$ cat src/jslt_pkg.sv
// Constants and types for the JESD204B subclass 1 link timing block
package jslt_pkg;

  ////////////////////////////////////////////////////////////////////////////
  // Frame and multiframe shape, in sampling-clock periods
  localparam int unsigned FRAME_CLKS = 4;           // Sampling clocks per frame
  localparam int unsigned FRAMES_PER_MF = 8;        // Frames per multiframe (K)
  localparam int unsigned LMFC_CYC = FRAME_CLKS * FRAMES_PER_MF;

  ////////////////////////////////////////////////////////////////////////////
  // SYSREF to LMFC boundary, in sampling periods
  localparam int unsigned SYSREF_TO_LMFC_CYC = 40;

  ////////////////////////////////////////////////////////////////////////////
  // LMFC to multiframe start, in tenths of a sampling period
  localparam int unsigned TX_DDR_X10 = 527;         // Double rate, five-four clear
  localparam int unsigned TX_DDR_P54_X10 = 439;     // Double rate, five-four set
  localparam int unsigned TX_SDR_X10 = 607;         // Single rate, five-four clear
  localparam int unsigned TX_SDR_P54_X10 = 515;     // Single rate, five-four set
  // Fractions round up to whole cycles
  localparam logic [5:0] TX_DDR_CYC = 6'((TX_DDR_X10 + 9) / 10);
  localparam logic [5:0] TX_DDR_P54_CYC = 6'((TX_DDR_P54_X10 + 9) / 10);
  localparam logic [5:0] TX_SDR_CYC = 6'((TX_SDR_X10 + 9) / 10);
  localparam logic [5:0] TX_SDR_P54_CYC = 6'((TX_SDR_P54_X10 + 9) / 10);

  ////////////////////////////////////////////////////////////////////////////
  // SYNC~ timing
  localparam int unsigned SYNC_MIN_FRAMES = 4;      // Least assertion for a resync
  localparam int unsigned SYNC_MIN_CYC = SYNC_MIN_FRAMES * FRAME_CLKS;
  localparam int unsigned SYNC_SETUP_CYC = 40;      // Change at least this early
  localparam int unsigned SYNC_HOLD_CYC = 8;        // Stable until this many before
  localparam int unsigned ILA_MF = 4;               // Alignment sequence length

  ////////////////////////////////////////////////////////////////////////////
  // Delay line depth and decimation code for bypass
  localparam int unsigned DLY_DEPTH = 64;
  localparam logic [5:0] DECIM_BYPASS = 6'h01;

  // Link sequencing states
  typedef enum logic [1:0] {ST_CGS, ST_WAIT, ST_ILA, ST_DATA} jslt_state_t;

endpackage

$ cat src/jslt_link_timing.sv
// Subclass 1 link timing: SYSREF capture, LMFC, multiframe start and SYNC~ handling
//
// Operation
// - LMFC boundary 40 clocks after SYSREF capture
// - Bypass: multiframe starts 52.7 clocks after LMFC
// - Single rate: 60.7 or 51.5 with five-four
// - Double rate: 52.7 or 43.9 with five-four
// - SYNC~ under four frames requests no resync
// - Alignment sequence lasts exactly four multiframes
// - Delays may grow by zero to three
// - Missed SYNC~ window keeps link running
`timescale 1ns/1ps
module jslt_link_timing
(
  input wire logic clk_sys_i,
  input wire logic rst_i,
  input wire logic sysref_i,
  input wire logic sync_n_i,
  input wire logic [5:0] decim_i,
  input wire logic double_rate_sel_i,
  input wire logic five_four_ratio_select_i,
  output logic sysref_edge_o,
  output logic lmfc_o,
  output logic frame_o,
  output logic mf_start_o,
  output logic cgs_o,
  output logic ilas_o,
  output logic user_data_o,
  output logic resync_o,
  output logic sync_window_err_o
);
  import jslt_pkg::*;

  ////////////////////////////////////////////////////////////////////////////
  // Declarations
  logic sysref_r;            // SYSREF sample this clock
  logic sysref_prev_r;       // SYSREF sample one clock earlier
  logic sysref_edge;         // Rising edge seen
  logic [7:0] lmfc_cnt_r;    // Countdown to the next LMFC boundary
  logic [7:0] lmfc_cnt_nxt;
  logic lmfc_hit;            // Boundary in this cycle
  logic lmfc_r;              // Registered boundary pulse
  logic [1:0] frame_cnt_r;   // Position inside a frame
  logic frame_r;             // Registered frame boundary pulse
  logic [5:0] tx_dly;        // Selected LMFC to multiframe delay
  logic mf_start;            // Multiframe start from the delay line
  logic sync_r;              // SYNC~ sample
  logic sync_prev_r;         // Previous SYNC~ sample
  logic sync_rise;           // SYNC~ released
  logic sync_chg;            // SYNC~ changed level
  logic [7:0] low_cnt_r;     // Clocks SYNC~ has been low, saturating
  logic low_long;            // Assertion long enough for a resync
  logic [7:0] since_chg_r;   // Clocks since the last SYNC~ change, saturating
  logic chg_pending_r;       // A change awaits its LMFC check
  logic win_bad;             // Change fell inside the forbidden window
  logic [2:0] ila_cnt_r;     // Multiframes of alignment sent
  logic resync_r;
  logic win_err_r;
  jslt_state_t state_r;
  jslt_state_t state_nxt;

  ////////////////////////////////////////////////////////////////////////////
  // SYSREF edge and LMFC phase
  assign sysref_edge = sysref_r & ~sysref_prev_r;
  assign lmfc_hit = (lmfc_cnt_r == 8'h00);
  // A captured edge reloads the countdown so the boundary lands 40 clocks later
  assign lmfc_cnt_nxt = sysref_edge ? 8'(SYSREF_TO_LMFC_CYC - 2) :
                        lmfc_hit ? 8'(LMFC_CYC - 1) :
                        lmfc_cnt_r - 8'h01;

  // Sample SYSREF and run the LMFC countdown
  always_ff @(posedge clk_sys_i)
  begin
    if (rst_i)
    begin
      sysref_r <= 1'b0;
      sysref_prev_r <= 1'b0;
      lmfc_cnt_r <= 8'(LMFC_CYC - 1);
      lmfc_r <= 1'b0;
    end
    else
    begin
      sysref_r <= sysref_i;
      sysref_prev_r <= sysref_r;
      lmfc_cnt_r <= lmfc_cnt_nxt;
      lmfc_r <= lmfc_hit & ~sysref_edge;
    end
  end

  // Frame boundaries follow the LMFC phase
  always_ff @(posedge clk_sys_i)
  begin
    if (rst_i)
    begin
      frame_cnt_r <= 2'h0;
      frame_r <= 1'b0;
    end
    else
    begin
      frame_cnt_r <= (lmfc_hit & ~sysref_edge) ? 2'h1 : frame_cnt_r + 2'h1;
      frame_r <= (lmfc_hit & ~sysref_edge) | (frame_cnt_r == 2'h0);
    end
  end

  ////////////////////////////////////////////////////////////////////////////
  // Multiframe start delay selection
  // Bypass only runs double rate without five-four, so it shares that figure
  assign tx_dly = (decim_i == DECIM_BYPASS) ? TX_DDR_CYC :
                  (!double_rate_sel_i && !five_four_ratio_select_i) ? TX_SDR_CYC :
                  (!double_rate_sel_i && five_four_ratio_select_i) ? TX_SDR_P54_CYC :
                  five_four_ratio_select_i ? TX_DDR_P54_CYC :
                  TX_DDR_CYC;

  // Rounded-up fractions stay inside the allowed extra delay
  jslt_pulse_delay u_tx_dly
  (
    .clk_sys_i(clk_sys_i),
    .rst_i(rst_i),
    .pulse_i(lmfc_r),
    .delay_i(tx_dly),
    .pulse_o(mf_start)
  );

  ////////////////////////////////////////////////////////////////////////////
  // SYNC~ sampling, length and window checks
  assign sync_rise = sync_r & ~sync_prev_r;
  assign sync_chg = sync_r ^ sync_prev_r;
  assign low_long = (low_cnt_r >= 8'(SYNC_MIN_CYC));
  assign win_bad = (since_chg_r > 8'(SYNC_HOLD_CYC)) &&
                   (since_chg_r < 8'(SYNC_SETUP_CYC));

  // Track SYNC~ low time and time since its last change
  always_ff @(posedge clk_sys_i)
  begin
    if (rst_i)
    begin
      sync_r <= 1'b1;
      sync_prev_r <= 1'b1;
      low_cnt_r <= 8'h00;
      since_chg_r <= 8'hff;
      chg_pending_r <= 1'b0;
    end
    else
    begin
      sync_r <= sync_n_i;
      sync_prev_r <= sync_r;
      // Counts low clocks of the current assertion only
      if (sync_r)
        low_cnt_r <= 8'h00;
      else if (low_cnt_r != 8'hff)
        low_cnt_r <= low_cnt_r + 8'h01;
      if (sync_chg)
        since_chg_r <= 8'h01;
      else if (since_chg_r != 8'hff)
        since_chg_r <= since_chg_r + 8'h01;
      // Change seen wins over the check that consumes it
      if (sync_chg)
        chg_pending_r <= 1'b1;
      else if (lmfc_r)
        chg_pending_r <= 1'b0;
    end
  end

  // Window result only flags lost alignment, sequencing is unaffected
  always_ff @(posedge clk_sys_i)
  begin
    if (rst_i)
      win_err_r <= 1'b0;
    else if (lmfc_r && chg_pending_r)
      win_err_r <= win_bad;
  end

  ////////////////////////////////////////////////////////////////////////////
  // Link sequencing
  always_comb
  begin
    state_nxt = state_r;
    unique case (state_r)
      // Hold code groups until a long enough SYNC~ is released
      ST_CGS:
      begin
        if (sync_rise && low_long)
          state_nxt = ST_WAIT;
      end
      // Alignment begins on the next multiframe start
      ST_WAIT:
      begin
        if (!sync_r && low_long)
          state_nxt = ST_CGS;
        else if (mf_start)
          state_nxt = ST_ILA;
      end
      // Four multiframes of alignment
      ST_ILA:
      begin
        if (!sync_r && low_long)
          state_nxt = ST_CGS;
        else if (mf_start && ila_cnt_r == 3'(ILA_MF - 1))
          state_nxt = ST_DATA;
      end
      // User data; short SYNC~ pulses are ignored
      ST_DATA:
      begin
        if (!sync_r && low_long)
          state_nxt = ST_CGS;
      end
    endcase
  end

  // State, alignment counter and resync pulse
  always_ff @(posedge clk_sys_i)
  begin
    if (rst_i)
    begin
      state_r <= ST_CGS;
      ila_cnt_r <= 3'h0;
      resync_r <= 1'b0;
    end
    else
    begin
      state_r <= state_nxt;
      resync_r <= sync_rise & low_long;
      if (state_r != ST_ILA)
        ila_cnt_r <= 3'h0;
      else if (mf_start)
        ila_cnt_r <= ila_cnt_r + 3'h1;
    end
  end

  ////////////////////////////////////////////////////////////////////////////
  // Outputs
  assign sysref_edge_o = sysref_edge;
  assign lmfc_o = lmfc_r;
  assign frame_o = frame_r;
  assign mf_start_o = mf_start;
  assign cgs_o = (state_r == ST_CGS) || (state_r == ST_WAIT);
  assign ilas_o = (state_r == ST_ILA);
  assign user_data_o = (state_r == ST_DATA);
  assign resync_o = resync_r;
  assign sync_window_err_o = win_err_r;
endmodule

$ cat src/jslt_pulse_delay.sv
// Tapped shift register that delays a pulse by a selectable cycle count
`timescale 1ns/1ps
module jslt_pulse_delay
(
  input wire logic clk_sys_i,
  input wire logic rst_i,
  input wire logic pulse_i,
  input wire logic [5:0] delay_i,
  output logic pulse_o
);
  import jslt_pkg::*;

  logic [jslt_pkg::DLY_DEPTH-1:0] sr_r;    // Delay line
  logic [5:0] tap; // Tap index, two less than the delay because of the two flops
  logic tap_bit;

  assign tap = delay_i - 6'h02;
  assign tap_bit = sr_r[tap];

  ////////////////////////////////////////////////////////////////////////////
  // Shift the pulse in and register the selected tap
  always_ff @(posedge clk_sys_i)
  begin
    if (rst_i)
    begin
      sr_r <= '0;
      pulse_o <= 1'b0;
    end
    else
    begin
      sr_r <= {sr_r[DLY_DEPTH-2:0], pulse_i};
      pulse_o <= tap_bit;
    end
  end
endmodule

$ cat config.mk
export PLATFORM = sky130hd
export DESIGN_NAME = jslt_link_timing
export DESIGN_NICKNAME = d
export VERILOG_FILES = /design/src/jslt_pkg.sv /design/src/jslt_link_timing.sv /design/src/jslt_pulse_delay.sv
export SDC_FILE = /design/constraint.sdc
export NUM_CORES = 1
export LEC_CHECK = 0
export BUFFER_PORTS_ARGS = -buffer_cell sky130_fd_sc_hd__buf_2
export CAP_MARGIN = 10
export CORE_ASPECT_RATIO = 0.6
export CORE_MARGIN = 2
export CORE_UTILIZATION = 25
export CTS_CLUSTER_DIAMETER = 50
export DETAILED_ROUTE_END_ITERATION = 8
export SLEW_MARGIN = 20
export SYNTH_ARGS = -nofsm -noshare
export SYNTH_HDL_FRONTEND = slang
export SYNTH_SLANG_ARGS = --single-unit
$ cat constraint.sdc
create_clock -name clk_sys_i -period 1.4 [get_ports clk_sys_i]
set_input_delay 0.07 -clock clk_sys_i [delete_from_list [all_inputs] [get_ports clk_sys_i]]
set_output_delay 0.07 -clock clk_sys_i [all_outputs]
set_load 0.02 [all_outputs]
==> results.sh <==
export IMPL_synth_fa_ha_area_frac=0.0456
export IMPL_synth_edff_count=0
export IMPL_internal_power_w=0.00515
export IMPL_clkPwrFrac=0.458
export IMPL_endpoint="since_chg_r[7]$_SDFFE_PP1P_"
export IMPL_synth_warnings=0
export IMPL_dp_hpwl_um=4350
export IMPL_cts_buffers=9
export IMPL_synth_top_area_cell="dfxtp_1"
export IMPL_gp_congestion=0.755
export IMPL_synth_area_leaders="dfxtp_1 57%, nor2b_1 11%, ha_1 4.6%"
export IMPL_status="finished, final reports clean"
export IMPL_cap_viol_max_count=0
export IMPL_ys_ff_latch=101
export IMPL_p_comb_frac=0.080
export IMPL_stdcell_area_mm2=0.00451
export IMPL_worst_ir_drop_vdd_uv=662
export IMPL_drt_wl_total_um=6360
export IMPL_ys_types=49
export IMPL_drt_iter0_markers=139
export IMPL_r2r_cells=6
export IMPL_dp_slack_ps=-70.4
export IMPL_htree_num_levels=3
export IMPL_min_period_over_period=0.979
export IMPL_firstDrtPassIters=4
export IMPL_finalNonFillerCells=585
export IMPL_die_area_mm2=0.0153
export IMPL_avgSynthCellArea_um2=10.2
export IMPL_pwr_density_cell_mw_per_mm2=1460
export IMPL_top_usage_layer="met2"
export IMPL_yosysMostFrequentCell="dfxtp_1"
export IMPL_grt_overflow_total=0
export IMPL_io_pins=21
export IMPL_area_growth_pct=26.4
export IMPL_critPathRequiredTime_ps=1640
export IMPL_tightest_slew_ps=536
export IMPL_synth_seq_area_share=0.567
export IMPL_groute_layer_met2_usage=0.140
export IMPL_clockBufferDepth=2
export IMPL_worstSetupPathType="reg -> reg"
export IMPL_start_util=0.259
export IMPL_p_leak_nw=1.79
export IMPL_crit_path_start="since_chg_r[1]$_SDFFE_PP1P_"
export IMPL_route_detailed_drc=0
export IMPL_synth_area_mm2=0.00357
export IMPL_startpoint_type="register"
export IMPL_cts_sinks=101
export IMPL_skew_ps=3.77
export IMPL_drive_above_1_share=0.206
export IMPL_track_usage=0.0925
export IMPL_synthMuxAreaShare=0.00877
export IMPL_synthCells=350
export IMPL_portBuffers=20
export IMPL_grtUsageMet1=0.117
export IMPL_placed_area_mm2=0.00400
export IMPL_synth_top_family_by_area="simple AND/OR/NAND/NOR gates"
export IMPL_hp_class="in -> reg"
export IMPL_met3_usage=0.0281
export IMPL_reg2reg_to="since_chg_r[7]$_SDFFE_PP1P_"
export IMPL_synth_xor_area_frac=0.0270
export IMPL_grt_pass1_wl_um=10900
export IMPL_die_width_um=158
export IMPL_crit_fanout=4
export IMPL_nets=413
export IMPL_yosysTopAreaCellShare=0.567
export IMPL_cts_tree="done"
export IMPL_ant_nets=0
export IMPL_hold_viol_final=0
export IMPL_post_place_cells=565
export IMPL_p_sw_w=0.00144
export IMPL_insertion_delay_ps=340
export IMPL_vias_per_cell=4.15
export IMPL_cts_root_buf="clkbuf_16"
export IMPL_antenna_cells=0
export IMPL_relSlewSlack=0.643
export IMPL_antenna_found_initial=0
export IMPL_synth_compound_area_frac=0.0831
export IMPL_final_setup_worst_slack_ps=29.8
export IMPL_drv_slew=0
export IMPL_die_h_um=96.5
export IMPL_synth_simple_area_share=0.235
export IMPL_syn_num_nets=375
export IMPL_core_region_area_mm2=0.0138
export IMPL_rsz0062_at_grt="yes"
export IMPL_setup_viol=0
export IMPL_async_flop_share=0
export IMPL_hold_path_depth=4
export IMPL_ys_flop_type="dfxtp_1"
export IMPL_arrival_ps=1610
export IMPL_grt_max_degree=37
export IMPL_pwr_share_seq=0.462
export IMPL_critPathCaptureType="register"
export IMPL_switching_share=0.218
export IMPL_rows=33
export IMPL_wl_per_cell_um=10.9
export IMPL_timing_rr_start="since_chg_r[1]$_SDFFE_PP1P_"
export IMPL_fill_cells=1412
export IMPL_synth_commonest_cells="101 x dfxtp_1, 63 x nor2b_1, 24 x nor2_1"
export IMPL_path_clk_slew_ps=70
export IMPL_max_freq_mhz=730
export IMPL_num_vias=2426
export IMPL_period_minus_slack_ps=1370
export IMPL_grt_pass1_vias=2394
export IMPL_r2r_slack_ps=30
==> per-layer routing <==
metal	part of all wire	routed length, um
met1	0.53	3350
met5	0	0
met3	0.029	186
met4	0.024	154
met2	0.42	2670
==> state kept, by name (all words and copies together), names as in the netlist, 2 cells and up <==
register	cells
frame_cnt_r	2
state_r	2
since_chg_r	8
u_tx_dly.sr_r	60
ila_cnt_r	3
low_cnt_r	8
lmfc_cnt_r	8
==> stage by stage <==
stage / util / power [W] / hold WS, ps / setup TNS, ps
global route: 0.327 / 0.00686 / 180 / -18.6
CTS: 0.320 / 0.00662 / 151 / 0
global placement: 0.290 / 0.00352 / 258 / 0
finish: 0.327 / 0.00659 / 171 / 0
detailed placement: 0.290 / 0.00354 / 259 / -333
floorplan: - / 0.00338 / 167 / 0
==> placed cells by master (no fill, tap or decap), types with 2 or more instances in the layout <==
cell / Yosys / routed
dfxtp_1: 101 / 93
nor2b_1: 63 / 63
nor2_1: 24 / 24
buf_2: 3 / 20
buf_4: 0 / 18
inv_1: 15 / 14
nand2_1: 14 / 14
ha_1: 13 / 10
a21oi_1: 10 / 9
clkbuf_16: 0 / 9
a31oi_1: 6 / 6
xnor2_1: 6 / 6
nor3_1: 8 / 6
o21ai_1: 7 / 6
dfxtp_2: 0 / 6
o21ai_0: 5 / 5
xor2_1: 5 / 5
nand2b_1: 5 / 4
nand3_1: 5 / 4
bufinv_16: 0 / 4
or2_1: 3 / 3
nand3b_1: 3 / 3
and3_1: 3 / 3
a21o_1: 3 / 3
inv_2: 1 / 2
and2_1: 2 / 2
or3_1: 2 / 2
mux2i_1: 2 / 2
a211oi_1: 2 / 2
nor3_2: 1 / 2
nand4_1: 2 / 2
and4_1: 2 / 2
o31ai_1: 2 / 2
o21bai_1: 2 / 2
ha_4: 0 / 2
inv_6: 0 / 2
dlygate4sd3_1: 0 / 2
dfxtp_4: 0 / 2
==> cell families after synthesis <==
group | count (synthesis)
DFF | 101
AOI/OAI and AO/OA | 46
adders and majority gates | 13
muxes | 3
and+or+nand+nor | 145
buffers and inverters | 31
xor gates and xnor gates | 11
==> critical path, stage by stage (launching register included) <==
cell	delay, ps
dfxtp_4	370
ha_4	170
buf_4	130
nand4_1	100
nand2_1	70
mux2_4	260
a21o_1	170
==> power groups by stage <==
stage | Combinational (W) | Sequential, W | Clock (W)
after detailed placement | 0.000455 | 0.00309 | 0
after floorplan | 0.000300 | 0.00308 | 0
after CTS | 0.000475 | 0.00303 | 0.00311
after global placement | 0.000435 | 0.00308 | 0
final | 0.000529 | 0.00304 | 0.00302
after global routing | 0.000587 | 0.00305 | 0.00322
==> area by class of cell <==
type	count	area [um^2]	share of cell area
clock buffer	9	225	0.0499
clock inverter	7	145	0.0322
inverter	17	63.8	0.0142
multi-input combinational	218	1520	0.338
sequential	101	2040	0.452
tap	192	240	0.0533
timing repair buffer	41	275	0.0610
==> worst min path at each step <==
| stage | from | to | slack [ps] |
|---|---|---|---|
| 2_1_floorplan | sync_n_i | sync_r$_SDFF_PP1_ | 170 |
| 3_3_place_gp | sync_n_i | sync_r$_SDFF_PP1_ | 260 |
| 3_5_place_dp | sync_n_i | sync_r$_SDFF_PP1_ | 260 |
| 4_1_cts | decim_i[0] | u_tx_dly.pulse_o$_SDFF_PP0_ | 150 |
| 5_1_grt | decim_i[0] | u_tx_dly.pulse_o$_SDFF_PP0_ | 180 |
| 6_report | decim_i[0] | u_tx_dly.pulse_o$_SDFF_PP0_ | 170 |
==> repair_timing <==
item	4_1_cts	5_1_grt
setup endpoints to repair	8	15
buffers inserted	0	2
resized for setup	7	19
pin swaps	1	9
endpoints found under the hold margin	2	0
hold buffers	2	0
No activity file was read; power rests on OpenSTA's default activity.
